`src/include/memdec_pkg.sv`:
```
package memdec_pkg;

   // ------------------------------------------------------------
   // Requestor indices
   // ------------------------------------------------------------
   localparam int NREQ = 11;
   localparam int REQ_PROG = 0;
   localparam int REQ_RD0 = 1;
   localparam int REQ_RD1 = 2;
   localparam int REQ_RD2 = 3;
   localparam int REQ_WR0 = 4;
   localparam int REQ_WR1 = 5;
   localparam int REQ_DMA0 = 6;
   localparam int REQ_USB = 10;
   localparam int N_DMA = 4;
   localparam int N_RD = 3;
   localparam int N_WR = 2;

   // ------------------------------------------------------------
   // Widths and capacities
   // ------------------------------------------------------------
   localparam int CPU_AW = 24;
   localparam int BUS_AW = 32;
   localparam int BLK_W = 5;
   localparam int LOC_W = 24;
   localparam int N_DUAL_ACCESS_RAM = 8;
   localparam int N_SINGLE_ACCESS_RAM = 32;
   localparam int N_ROM = 4;
   localparam logic [1:0] DUAL_ACCESS_RAM_PORTS = 2'h2;

   // ------------------------------------------------------------
   // Address map
   // ------------------------------------------------------------
   localparam logic [31:0] CPU_DUAL_ACCESS_RAM_LO = 32'h0000_0000;
   localparam logic [31:0] CPU_DUAL_ACCESS_RAM_HI = 32'h0000_ffff;
   localparam logic [31:0] CPU_SINGLE_ACCESS_RAM_LO = 32'h0001_0000;
   localparam logic [31:0] CPU_SINGLE_ACCESS_RAM_HI = 32'h0004_ffff;
   localparam logic [31:0] CPU_ROM_LO = 32'h00fe_0000;
   localparam logic [31:0] CPU_ROM_HI = 32'h00ff_ffff;
   localparam logic [31:0] CPU_EXT_LO = 32'h0005_0000;
   localparam logic [31:0] DMA_DUAL_ACCESS_RAM_LO = 32'h0001_0000;
   localparam logic [31:0] DMA_DUAL_ACCESS_RAM_HI = 32'h0001_ffff;
   localparam logic [31:0] DMA_SINGLE_ACCESS_RAM_LO = 32'h0009_0000;
   localparam logic [31:0] DMA_SINGLE_ACCESS_RAM_HI = 32'h000c_ffff;
   localparam logic [15:0] MMR_BYTES = 16'h00c0;
   localparam logic [6:0] CPU_SINGLE_ACCESS_RAM_BLK0 = 7'h08;
   localparam logic [6:0] DMA_SINGLE_ACCESS_RAM_BLK0 = 7'h48;

   // ------------------------------------------------------------
   // Requestor classes and decode targets
   // ------------------------------------------------------------
   typedef enum logic [2:0] {
      CLS_CPU = 3'h1,
      CLS_DMA = 3'h2,
      CLS_USB = 3'h4
   } req_class_type;

   typedef enum logic [7:0] {
      TGT_NONE = 8'h01,
      TGT_DUAL_ACCESS_RAM = 8'h02,
      TGT_SINGLE_ACCESS_RAM = 8'h04,
      TGT_ROM = 8'h08,
      TGT_MMR = 8'h10,
      TGT_EXT = 8'h20,
      TGT_CS5 = 8'h40,
      TGT_IO = 8'h80
   } target_type;

   function automatic logic in_range(input logic [31:0] a, input logic [31:0] lo,
                                     input logic [31:0] hi);
      in_range = (a >= lo) && (a <= hi);
   endfunction : in_range

endpackage : memdec_pkg

```
`src/hw/onchip_memory_decoder.sv`:
```
`timescale 1ns/1ps
// Summary of operation
// - CPU 000000h-00FFFFh selects eight dual-access blocks
// - Dual-access block takes two accesses per cycle
// - Dual-access RAM serves program, data, DMA
// - DMA sees dual-access RAM at 0x10000
// - First 192 bytes are mapped control words
// - CPU 010000h-04FFFFh selects 32 single-access blocks
// - Single-access block takes one access per cycle
// - Single-access RAM also serves USB DMA
// - DMA and USB see single-access at 0x90000
// - FE0000h-FFFFFFh selects four-block ROM, reads only
// - Redirect bit routes ROM region to chip-select five
// - Hardware reset clears redirect bit; soft reset not
// - ROM reachable from CPU program and data buses
// - Four CPU reads, two writes per cycle
// - Each DMA one transfer per cycle, independent
// - 16M byte space plus 64K word I/O
// - Unclaimed CPU addresses go to external space
module onchip_memory_decoder
(
   input wire logic clk_sys_i,
   input wire logic srst_i,
   input wire logic prog_req_i,
   input wire logic [23:0] prog_addr_i,
   input wire logic [2:0] rd_req_i,
   input wire logic [71:0] rd_addr_i,
   input wire logic [2:0] rd_io_i,
   input wire logic [1:0] wr_req_i,
   input wire logic [47:0] wr_addr_i,
   input wire logic [1:0] wr_io_i,
   input wire logic [3:0] dma_req_i,
   input wire logic [127:0] dma_addr_i,
   input wire logic [3:0] dma_wr_i,
   input wire logic [3:0] dma_io_i,
   input wire logic usb_req_i,
   input wire logic [31:0] usb_addr_i,
   input wire logic usb_wr_i,
   input wire logic status_word_three_wr_i,
   input wire logic rom_redirect_bit_i,
   output logic [10:0] grant_o,
   output logic [10:0] stall_o,
   output logic [10:0] err_o,
   output logic [87:0] target_o,
   output logic [54:0] block_o,
   output logic [263:0] local_o,
   output logic [7:0] dual_access_ram_busy_o,
   output logic [31:0] single_access_ram_busy_o,
   output logic [3:0] rom_busy_o,
   output logic rom_redirect_bit_o
);

   // ------------------------------------------------------------
   // Requestor vectors
   // ------------------------------------------------------------
   localparam int NREQ = memdec_pkg::NREQ;

   logic [NREQ-1:0] req_all;
   logic [NREQ-1:0] wr_all;
   logic [NREQ-1:0] io_all;
   logic [31:0] addr_all [NREQ];
   memdec_pkg::req_class_type cls_all [NREQ];
   memdec_pkg::target_type tgt_w [NREQ];
   logic [4:0] blk_w [NREQ];
   logic [23:0] loc_w [NREQ];
   logic rom_redirect_bit_reg;

   // Program bus is read only; the two write buses always write
   assign req_all = {usb_req_i, dma_req_i, wr_req_i, rd_req_i, prog_req_i};
   assign wr_all = {usb_wr_i, dma_wr_i, 2'h3, 3'h0, 1'b0};
   // I/O space is reached by the data buses and DMA only
   assign io_all = {1'b0, dma_io_i, wr_io_i, rd_io_i, 1'b0};

   assign addr_all[memdec_pkg::REQ_PROG] = {8'h00, prog_addr_i};
   assign cls_all[memdec_pkg::REQ_PROG] = memdec_pkg::CLS_CPU;

   genvar gi;
   generate
      for (gi = 0; gi < memdec_pkg::N_RD; gi++)
      begin : g_rd
         assign addr_all[memdec_pkg::REQ_RD0 + gi] = {8'h00, rd_addr_i[gi*24 +: 24]};
         assign cls_all[memdec_pkg::REQ_RD0 + gi] = memdec_pkg::CLS_CPU;
      end
      for (gi = 0; gi < memdec_pkg::N_WR; gi++)
      begin : g_wr
         assign addr_all[memdec_pkg::REQ_WR0 + gi] = {8'h00, wr_addr_i[gi*24 +: 24]};
         assign cls_all[memdec_pkg::REQ_WR0 + gi] = memdec_pkg::CLS_CPU;
      end
      for (gi = 0; gi < memdec_pkg::N_DMA; gi++)
      begin : g_dma
         assign addr_all[memdec_pkg::REQ_DMA0 + gi] = dma_addr_i[gi*32 +: 32];
         assign cls_all[memdec_pkg::REQ_DMA0 + gi] = memdec_pkg::CLS_DMA;
      end
   endgenerate

   assign addr_all[memdec_pkg::REQ_USB] = usb_addr_i;
   assign cls_all[memdec_pkg::REQ_USB] = memdec_pkg::CLS_USB;

   // ------------------------------------------------------------
   // Per-requestor address decode
   // ------------------------------------------------------------
   generate
      for (gi = 0; gi < NREQ; gi++)
      begin : g_dec
         // CPU view of every memory, DMA view of both RAMs, USB view of single-access RAM
         // ROM or chip-select five for the top region
         region_decode u_dec
         (
            .addr_i(addr_all[gi]),
            .cls_i(cls_all[gi]),
            .wr_i(wr_all[gi]),
            .io_i(io_all[gi]),
            .rom_redirect_i(rom_redirect_bit_reg),
            .target_o(tgt_w[gi]),
            .block_o(blk_w[gi]),
            .local_o(loc_w[gi])
         );
      end
   endgenerate

   // ------------------------------------------------------------
   // Block arbitration
   // ------------------------------------------------------------
   logic [NREQ-1:0] grant_next;
   logic [NREQ-1:0] err_next;
   logic [1:0] dual_access_ram_cnt [memdec_pkg::N_DUAL_ACCESS_RAM];
   logic [memdec_pkg::N_SINGLE_ACCESS_RAM-1:0] single_access_ram_taken;
   logic [memdec_pkg::N_ROM-1:0] rom_taken;

   // Lower index wins; losers are stalled and keep their request
   always_comb
   begin
      grant_next = '0;
      err_next = '0;
      single_access_ram_taken = '0;
      rom_taken = '0;
      for (int b = 0; b < memdec_pkg::N_DUAL_ACCESS_RAM; b++)
      begin
         dual_access_ram_cnt[b] = 2'h0;
      end
      for (int r = 0; r < NREQ; r++)
      begin
         if (req_all[r])
         begin
            case (tgt_w[r])
               memdec_pkg::TGT_DUAL_ACCESS_RAM:
               begin
                  // Two accesses of any direction per block
                  if (dual_access_ram_cnt[blk_w[r][2:0]] != memdec_pkg::DUAL_ACCESS_RAM_PORTS)
                  begin
                     grant_next[r] = 1'b1;
                     dual_access_ram_cnt[blk_w[r][2:0]] = dual_access_ram_cnt[blk_w[r][2:0]] + 2'h1;
                  end
               end
               memdec_pkg::TGT_SINGLE_ACCESS_RAM:
               begin
                  // One access per block, USB included
                  if (!single_access_ram_taken[blk_w[r]])
                  begin
                     grant_next[r] = 1'b1;
                     single_access_ram_taken[blk_w[r]] = 1'b1;
                  end
               end
               memdec_pkg::TGT_ROM:
               begin
                  if (!rom_taken[blk_w[r][1:0]])
                  begin
                     grant_next[r] = 1'b1;
                     rom_taken[blk_w[r][1:0]] = 1'b1;
                  end
               end
               memdec_pkg::TGT_NONE:
               begin
                  grant_next[r] = 1'b1;
                  err_next[r] = 1'b1;
               end
               default:
               begin
                  // Mapped words, I/O and external space never stall here
                  grant_next[r] = 1'b1;
               end
            endcase
         end
      end
   end

   // ------------------------------------------------------------
   // Output packing
   // ------------------------------------------------------------
   logic [87:0] target_next;
   logic [54:0] block_next;
   logic [263:0] local_next;
   logic [7:0] dual_access_ram_busy_next;

   generate
      for (gi = 0; gi < NREQ; gi++)
      begin : g_pack
         assign target_next[gi*8 +: 8] = req_all[gi] ? tgt_w[gi] : memdec_pkg::TGT_NONE;
         assign block_next[gi*5 +: 5] = blk_w[gi];
         assign local_next[gi*24 +: 24] = loc_w[gi];
      end
      for (gi = 0; gi < memdec_pkg::N_DUAL_ACCESS_RAM; gi++)
      begin : g_busy
         assign dual_access_ram_busy_next[gi] = dual_access_ram_cnt[gi] != 2'h0;
      end
   endgenerate

   // ------------------------------------------------------------
   // Redirect bit
   // ------------------------------------------------------------
   // Of the resets, only hardware reset clears it; no soft reset input exists
   always_ff @(posedge clk_sys_i)
   begin
      if (srst_i)
      begin
         rom_redirect_bit_reg <= 1'b0;
      end
      else if (status_word_three_wr_i)
      begin
         rom_redirect_bit_reg <= rom_redirect_bit_i;
      end
   end

   // ------------------------------------------------------------
   // Registered outputs
   // ------------------------------------------------------------
   logic [10:0] grant_reg;
   logic [10:0] stall_reg;
   logic [10:0] err_reg;
   logic [87:0] target_reg;
   logic [54:0] block_reg;
   logic [263:0] local_reg;
   logic [7:0] dual_access_ram_busy_reg;
   logic [31:0] single_access_ram_busy_reg;
   logic [3:0] rom_busy_reg;

   always_ff @(posedge clk_sys_i)
   begin
      if (srst_i)
      begin
         grant_reg <= '0;
         stall_reg <= '0;
         err_reg <= '0;
         target_reg <= {NREQ{memdec_pkg::TGT_NONE}};
         block_reg <= '0;
         local_reg <= '0;
         dual_access_ram_busy_reg <= '0;
         single_access_ram_busy_reg <= '0;
         rom_busy_reg <= '0;
      end
      else
      begin
         grant_reg <= grant_next;
         stall_reg <= req_all & ~grant_next;
         err_reg <= err_next;
         target_reg <= target_next;
         block_reg <= block_next;
         local_reg <= local_next;
         dual_access_ram_busy_reg <= dual_access_ram_busy_next;
         single_access_ram_busy_reg <= single_access_ram_taken;
         rom_busy_reg <= rom_taken;
      end
   end

   assign grant_o = grant_reg;
   assign stall_o = stall_reg;
   assign err_o = err_reg;
   assign target_o = target_reg;
   assign block_o = block_reg;
   assign local_o = local_reg;
   assign dual_access_ram_busy_o = dual_access_ram_busy_reg;
   assign single_access_ram_busy_o = single_access_ram_busy_reg;
   assign rom_busy_o = rom_busy_reg;
   assign rom_redirect_bit_o = rom_redirect_bit_reg;

endmodule : onchip_memory_decoder

```
`src/hw/region_decode.sv`:
```
`timescale 1ns/1ps
module region_decode
(
   input wire logic [31:0] addr_i,
   input wire memdec_pkg::req_class_type cls_i,
   input wire logic wr_i,
   input wire logic io_i,
   input wire logic rom_redirect_i,
   output memdec_pkg::target_type target_o,
   output logic [4:0] block_o,
   output logic [23:0] local_o
);

   logic in_cpu_dual_access_ram;
   logic in_cpu_single_access_ram;
   logic in_cpu_rom;
   logic in_dma_dual_access_ram;
   logic in_dma_single_access_ram;
   logic in_mmr;
   logic [6:0] blk_sel;

   assign in_cpu_dual_access_ram = memdec_pkg::in_range(addr_i, memdec_pkg::CPU_DUAL_ACCESS_RAM_LO,
                                              memdec_pkg::CPU_DUAL_ACCESS_RAM_HI);
   assign in_cpu_single_access_ram = memdec_pkg::in_range(addr_i, memdec_pkg::CPU_SINGLE_ACCESS_RAM_LO,
                                              memdec_pkg::CPU_SINGLE_ACCESS_RAM_HI);
   assign in_cpu_rom = memdec_pkg::in_range(addr_i, memdec_pkg::CPU_ROM_LO,
                                            memdec_pkg::CPU_ROM_HI);
   assign in_dma_dual_access_ram = memdec_pkg::in_range(addr_i, memdec_pkg::DMA_DUAL_ACCESS_RAM_LO,
                                              memdec_pkg::DMA_DUAL_ACCESS_RAM_HI);
   assign in_dma_single_access_ram = memdec_pkg::in_range(addr_i, memdec_pkg::DMA_SINGLE_ACCESS_RAM_LO,
                                              memdec_pkg::DMA_SINGLE_ACCESS_RAM_HI);
   assign in_mmr = addr_i[15:0] < memdec_pkg::MMR_BYTES;
   assign blk_sel = addr_i[19:13];

   always_comb
   begin
      target_o = memdec_pkg::TGT_NONE;
      block_o = 5'h00;
      local_o = 24'h00_0000;
      if (io_i && (cls_i != memdec_pkg::CLS_USB))
      begin
         target_o = memdec_pkg::TGT_IO;
         local_o = {8'h00, addr_i[15:0]};
      end
      else if (cls_i == memdec_pkg::CLS_CPU)
      begin
         if (in_cpu_dual_access_ram && in_mmr)
         begin
            target_o = memdec_pkg::TGT_MMR;
            local_o = {8'h00, addr_i[15:0]};
         end
         else if (in_cpu_dual_access_ram)
         begin
            target_o = memdec_pkg::TGT_DUAL_ACCESS_RAM;
            block_o = {2'h0, addr_i[15:13]};
            local_o = {12'h000, addr_i[12:1]};
         end
         else if (in_cpu_single_access_ram)
         begin
            target_o = memdec_pkg::TGT_SINGLE_ACCESS_RAM;
            block_o = 5'(blk_sel - memdec_pkg::CPU_SINGLE_ACCESS_RAM_BLK0);
            local_o = {12'h000, addr_i[12:1]};
         end
         else if (in_cpu_rom && rom_redirect_i)
         begin
            target_o = memdec_pkg::TGT_CS5;
            local_o = addr_i[23:0];
         end
         else if (in_cpu_rom && !wr_i)
         begin
            target_o = memdec_pkg::TGT_ROM;
            block_o = {3'h0, addr_i[16:15]};
            local_o = {10'h000, addr_i[14:1]};
         end
         else if (!in_cpu_rom && (addr_i >= memdec_pkg::CPU_EXT_LO))
         begin
            target_o = memdec_pkg::TGT_EXT;
            local_o = addr_i[23:0];
         end
      end
      else if ((cls_i == memdec_pkg::CLS_DMA) && in_dma_dual_access_ram)
      begin
         target_o = in_mmr ? memdec_pkg::TGT_MMR : memdec_pkg::TGT_DUAL_ACCESS_RAM;
         block_o = {2'h0, addr_i[15:13]};
         local_o = in_mmr ? {8'h00, addr_i[15:0]} : {12'h000, addr_i[12:1]};
      end
      else if (in_dma_single_access_ram)
      begin
         target_o = memdec_pkg::TGT_SINGLE_ACCESS_RAM;
         block_o = 5'(blk_sel - memdec_pkg::DMA_SINGLE_ACCESS_RAM_BLK0);
         local_o = {12'h000, addr_i[12:1]};
      end
   end

endmodule : region_decode

```
`config.mk`:
```
export PLATFORM = sky130hd
export DESIGN_NAME = onchip_memory_decoder
export DESIGN_NICKNAME = d
export VERILOG_FILES = /design/src/include/memdec_pkg.sv /design/src/hw/onchip_memory_decoder.sv /design/src/hw/region_decode.sv
export SDC_FILE = /design/constraint.sdc
export NUM_CORES = 2
export LEC_CHECK = 0
export BUFFER_PORTS_ARGS = -buffer_cell sky130_fd_sc_hd__buf_2
export CAP_MARGIN = 30
export CORE_AREA = 10 10 309 311
export CTS_CLUSTER_SIZE = 16
export DETAILED_ROUTE_END_ITERATION = 12
export DIE_AREA = 0 0 319 321
export PLACE_DENSITY = 0.66
export SYNTH_ARGS = -nofsm -noshare
export SYNTH_HDL_FRONTEND = slang
export SYNTH_SLANG_ARGS = --single-unit
```
`constraint.sdc`:
```
create_clock -name clk_sys_i -period 36.8 [get_ports clk_sys_i]
set_input_delay 11.04 -clock clk_sys_i [delete_from_list [all_inputs] [get_ports clk_sys_i]]
set_output_delay 11.04 -clock clk_sys_i [all_outputs]
set_load 0.02 [all_outputs]
```
# After elaboration in Yosys (flattened, before gate mapping)
# Memories as Yosys holds them, arrays and structs flattened.
# Cells that the tools add are included.
# word_totals
rom_bits,48
word_cells,887
out_inout_bits,485
mem_count,2
register_bits,485
# mem_list
name,words,width,rd,rd_ports_with_merged_regs,write_ports,line_no,text
(name not given),32,1,1,0,0,onchip_memory_decoder.sv:158,if (!single_access_ram_taken[blk_w[r]])
(name not given),8,2,1,0,0,onchip_memory_decoder.sv:152,dual_access_ram_cnt[blk_w[r][2:0]] = dual_access_ram_cnt[blk_w[r][2:0]] + 2'h1;
# classes
magnitude_cmp,136
bitwise,46
n_addsub,22
eq_ne,55
muxes,471
reduce_logical,114
# ops
operator,count
16-bit two-way mux,68
32-bit two-way mux,33
24-bit two-way mux,16
8-bit two-way mux,41
32-bit bitwise OR,10
5-bit two-way mux,44
16-bit bitwise mux,10
32-bit by 20-bit greater-or-equal comparator with 1-bit output (second input constant),5
32-bit by 20-bit less-or-equal comparator with 1-bit output (second input constant),5
16-bit by 8-bit < comparator with 1-bit output (second input constant),10
24-bit by 1-bit greater-or-equal comparator with 1-bit output (second input constant),6
24-bit by 17-bit greater-or-equal comparator with 1-bit output (second input constant),6
24-bit by 19-bit greater-or-equal comparator with 1-bit output (second input constant),6
24-bit greater-or-equal comparator (second input constant),6
24-bit by 16-bit less-or-equal comparator with 1-bit output (second input constant),6
24-bit by 19-bit less-or-equal comparator with 1-bit output (second input constant),6
24-bit less-or-equal comparator (second input constant),6
4-bit two-way mux,33
32-bit by 17-bit greater-or-equal comparator with 1-bit output (second input constant),4
32-bit by 17-bit less-or-equal comparator with 1-bit output (second input constant),4
1-bit two-way mux,99
8-bit by 1-bit == test with 1-bit output (second input constant),11
8-bit by 2-bit == test with 1-bit output (second input constant),11
8-bit by 3-bit == test with 1-bit output (second input constant),11
other kinds (33),387

# Depth between registers and ports, before layout
# logic_depth
word_depth,97
mapped_depth,105

# Cells and area by module
# From an unflattened synthesis, not the netlist that was laid out.
# hier_totals
cells_unflattened,5216
hier_area_um2,40508.9
# modules_own_cells
module,instances,area_each_um2,cells_per_inst,seq_area_each_um2
onchip_memory_decoder,1,31268.7,3954,9689.3
region_decode at g_dec[0].u_dec ...,10,827.0,111,0.0
region_decode at g_dec[9].u_dec,1,969.7,152,0.0

# Least setup slack after synthesis
# Ideal clock, no wire load.
# synth_path
path_type,in2reg
startpoint,input prog_addr_i[16]
endpoint,register dual_access_ram_busy_reg[7] (netlist: dual_access_ram_busy_o[7])
slack_ps,8138
setup_time_ps,59
arrival_time_ps,28603
path_stages,94
n_path_buf,4
cell_sequence,clkbuf_1 > inv_1 > ha_1 > nor3b_1 > nor4b_2 > a31o_1 > buf_2 > a22oi_2 > clkbuf_1 > xnor2_1 > nor4_1 > a311o_1 > a21o_1 > clkbuf_1 > o211a_1 > or3_1 > mux2_2 > ha_1 > [58 not listed] > and2_1 > nand3_1 > nor3_1 > nor2_1 > a221oi_1 > o21a_1 > o21a_1 > o21ba_2 > ha_1 > nor3_1 > nand2_1 > inv_1 > nand2_1 > nor2_1 > nand3_1 > nor2b_1 > a21oi_1 > o31a_1
# synth_between
elab_chain_cells,97
# synth_lines
element,line_no,text
from (decl),onchip_memory_decoder.sv:25,"input wire logic [23:0] prog_addr_i,"
24-bit greater-or-equal comparator or 24-bit less-or-equal comparator (tied branches),memdec_pkg.sv:71,in_range = (a >= lo) && (a <= hi);
1-bit logical AND,memdec_pkg.sv:71,
2-bit two-way mux or 1-bit logical AND (tied branches),"region_decode.sv:69, region_decode.sv:64",
5-bit two-way mux,region_decode.sv:64,else if (in_cpu_rom && rom_redirect_i)
5-bit two-way mux,region_decode.sv:58,else if (in_cpu_single_access_ram)
5-bit two-way mux,region_decode.sv:52,else if (in_cpu_dual_access_ram)
5-bit two-way mux,region_decode.sv:47,if (in_cpu_dual_access_ram && in_mmr)
3-bit inverter with 4-bit output (not written as such),"onchip_memory_decoder.sv:149, onchip_memory_decoder.sv:152",
[80 not listed],n/a,
2-bit binary-select mux with 3-bit select,"onchip_memory_decoder.sv:149, onchip_memory_decoder.sv:152",
2-bit two-way mux (not written as such) (2 in series),"onchip_memory_decoder.sv:149, onchip_memory_decoder.sv:152",
2-bit by 1-bit adder with 2-bit output,onchip_memory_decoder.sv:152,
16-bit bitwise mux,onchip_memory_decoder.sv:152,
16-bit two-way mux,onchip_memory_decoder.sv:149,if (dual_access_ram_cnt[blk_w[r][2:0]] != memdec_pkg::DUAL_ACCESS_RAM_PORTS)
16-bit two-way mux,onchip_memory_decoder.sv:145,case (tgt_w[r])
16-bit two-way mux *,onchip_memory_decoder.sv:143,if (req_all[r])
2-bit nonzero test *,onchip_memory_decoder.sv:204,assign dual_access_ram_busy_next[gi] = dual_access_ram_cnt[gi] != 2'h0;
to (signal assigned),onchip_memory_decoder.sv:259,dual_access_ram_busy_reg <= dual_access_ram_busy_next;
to (decl),onchip_memory_decoder.sv:233,logic [7:0] dual_access_ram_busy_reg;
# Every way passes the cells marked *; elsewhere a longest branch is shown, timed or not. The select of a mux whose other input is x is not followed.
# A chain may end at the register's enable or synchronous reset.

# Worst setup path after layout
# Same ends and word-level chain as after synthesis.

==> impl_results.md <==
- Crit end category: flop
- Number of flops mapped to enable cells by yosys: 0
- Commonest non-fill, non-tap cells in the layout: buf_2, nor2_1, nand2_1
- First-pass GRT wire length: 283,100 um
- Final Hold Viols: 0
- # setup viols final: 0
- Pin count of the biggest net entering global routing: 78
- Post-route DRC: 0
- Avg Vias per Cell: 6.704
- I/O pin count: 818
- Max-cap viol count: 0
- Crit path to: dual_access_ram_busy_o[7]
- Synth async-reset ratio: 0
- Multi-input logic area: 0.02218 sq mm
- Setup Fix Bufs, Post-CTS: 0
- Standard-cell rows: 110
- Die Y: 321 um
- DP Worst Slack: 3175 ps
- Initial Util: 0.3591
- Hold WC Path Type: reg -> reg
- Routability congestion estimate: 1.071
- Yosys reg bits: 419
- Sequential area share after synthesis: 0.2615
- Clock tree buffer depth: 3
- Initial antenna violation count: 7
- Routed len/inst: 31.80 um
- Overall power: 1.117 mW
- TritonCTS clock tree: built
- Worst reg-to-reg path cell count: 89
- Mapped cell area: 0.03208 sq mm
- GR Util All Layers: 0.3643
- CP max stage delay: 720 ps
- R2R Path End: dual_access_ram_busy_o[7]
- Hold-fix buffers, CTS: 0
- Final Slew Violations: 0
- TritonRoute pass-1 iters: 7
- Fill count: 9,485
- Synthesized area per cell: 7.229 sq um
- Most used flip-flop cell after synthesis: dfxtp_1
- Worst path slowest cell: xnor2_2
- Worst-margin pin slew: 1167 ps
- Port Buf Inserts: 746
- Post-Syn Instances: 4,437
- Area Growth Syn to Fin: 20.00%
- Unrepaired setup endpoints after global routing: no
- Setup CP Type: in -> reg
- Clock Latency Late Sink: 620 ps
- Worst slew margin: 0.2155
- Data arrival, critical path: 34,310 ps
- CP startpoint kind: primary input
- Status: complete, no violations
- Seq. cell area: 0.008388 sq mm
- WHS: 547.6 ps
- PwrDens: 29.03 mW/mm^2
- Hpwl dp: 158,800 um
- Fmax: 0.02963 GHz
- Max VDD drop: 0.03446 mV
- Worst Setup SP: prog_addr_i[16]
- H-tree depth: 2
- Most used cell, CP: nor2_1
- Layout Nets: 5,460
- Post-route ant nets: 0
- Sinks on Clock Net: 419
- Final worst slack: 3048 ps
- Die footprint: 0.1024 sq mm
- Global route overflow: 0
- Critical path fanouts, max: 15
- Most common cell after layout, fill and taps aside: buf_2
- Setup TNS: 0 ps
- Die Wd: 319 um
- Layout cells sized above 1: 0.2118
- Total CTS buffers: 45
- CORE AREA: 0.08932 sq mm
- Clock Tree Root: clkbuf_16
- Cts repair resizes: 0
- Final core utilization: 0.4309
- R2r setup slk: 13,650 ps
- RR Startpoint: rom_redirect_bit_o
- Post-synthesis cell type count: 123
- Initial DRC count: 6,303
- Ys Warns: 0
- Worst-path clk slew: 60 ps
- Pleak: 15.69 nW
- Vias: 42,220
- Routed WL: 200,300 um
- Vias in the first global route: 39,640
- Clock Skew: 8.832 ps
- CP required: 37,360 ps
- Period Utilization, post-route: 0.9172
- Final min period: 33,750 ps
[Yosys cell counts, types with 18 or more instances]
master	instances	share of area
buf_4	71	0.017
ha_1	44	0.017
o21a_1	18	0.0042
a221oi_1	35	0.0096
nor4_1	115	0.022
mux2_2	18	0.0063
nand4_1	95	0.019
o31ai_1	48	0.011
nor2b_1	34	0.0066
a31o_2	19	0.0052
or4_1	34	0.0080
nor3_1	188	0.029
or2_2	35	0.0068
nand2b_1	29	0.0057
o21ai_1	27	0.0042
a31oi_1	81	0.016
a311oi_1	20	0.0055
o221ai_1	38	0.010
buf_2	25	0.0039
clkbuf_1	211	0.025
inv_1	87	0.010
nor2_1	620	0.073
dfxtp_1	419	0.26
o2111ai_1	18	0.0049
o211ai_1	37	0.0087
a211o_1	25	0.0068
o22ai_1	44	0.0086
and3_1	107	0.021
nand3_1	183	0.029
o32ai_1	19	0.0052
a21o_1	22	0.0051
nand2_1	478	0.056
mux2i_1	111	0.035
or3_1	52	0.010
a22o_1	41	0.011
a22oi_1	92	0.022
a21oi_1	193	0.030
a211oi_1	45	0.011
o21ai_0	157	0.024
a32oi_1	24	0.0066
and2_1	107	0.021
[worst min-delay path by stage]
stage	start	endpoint	slack [ps]	cells past startpoint
2_1_floorplan	rom_redirect_bit_o	target_o[46]	820	3
3_3_place_gp	rom_redirect_bit_o	rom_redirect_bit_o	520	2
3_5_place_dp	rom_redirect_bit_o	rom_redirect_bit_o	540	2
4_1_cts	rom_redirect_bit_o	rom_redirect_bit_o	550	2
5_1_grt	rom_redirect_bit_o	rom_redirect_bit_o	620	2
6_report	rom_redirect_bit_o	rom_redirect_bit_o	550	2
[per-layer routing]
layer,part of all wire,track usage,vias to the layer above
met5,0.00012,0,-
met4,0.046,0.1459,4
met3,0.13,0.1187,612
met2,0.42,0.5395,3268
met1,0.40,0.4827,20380
li1,-,-,17960
[state kept, by name, indices dropped and copies added (netlist names)]
name / flops
local_o: 220
target_o: 67
block_o: 55
single_access_ram_busy_o: 32
err_o: 11
grant_o: 11
stall_o: 10
dual_access_ram_busy_o: 8
rom_busy_o: 4
rom_redirect_bit_o: 1
[metrics by stage]
stage | instance area (sq um) | instances
2_1_floorplan | 32330 | 4506
3_3_place_gp | 36800 | 6199
3_5_place_dp | 36890 | 6211
4_1_cts | 38470 | 6293
5_1_grt | 38480 | 6294
6_report | 38490 | 6298
[report_power, final]
group / switching [mW] / internal, mW
logic: 0.114 / 0.0454
registers: 0.00339 / 0.467
clock network: 0.198 / 0.290
total: 0.315 / 0.802
[cell type report]
| type | instances | share of cell area |
|---|---|---|
| Multi-Input combinational cell | 3678 | 0.5762 |
| Sequential cell | 419 | 0.2179 |
| Timing Repair Buffer | 850 | 0.1175 |
| Tap cell | 1176 | 0.03823 |
| Clock buffer | 60 | 0.03358 |
| Inverter | 89 | 0.008744 |
| Clock inverter | 22 | 0.007509 |
| Antenna cell | 4 | 0.0002601 |
[kinds of logic after synthesis]
| kind of cell | Yosys count | share of synthesized area |
|---|---|---|
| XOR/XNOR | 18 | 0.005383 |
| other | 1 | 0.0001169 |
| buffers and inverters | 409 | 0.05761 |
| adder cells (fa/ha/maj) | 44 | 0.01716 |
| AO/OA/AOI/OAI | 1241 | 0.2841 |
| multiplexers | 129 | 0.04096 |
| AND/OR/NAND/NOR | 2176 | 0.3332 |
| flip-flops | 419 | 0.2615 |
[worst max-delay path: cells and delay by family]
kind / cells / cell delay (ps)
and+or+nand+nor: 45 / 10580
AOI/OAI and AO/OA: 25 / 6800
adders and majority gates: 9 / 2110
muxes: 6 / 1970
buffers and inverters: 6 / 1040
xor gates and xnor gates: 1 / 720
No activity file was read; power rests on OpenSTA's default activity.
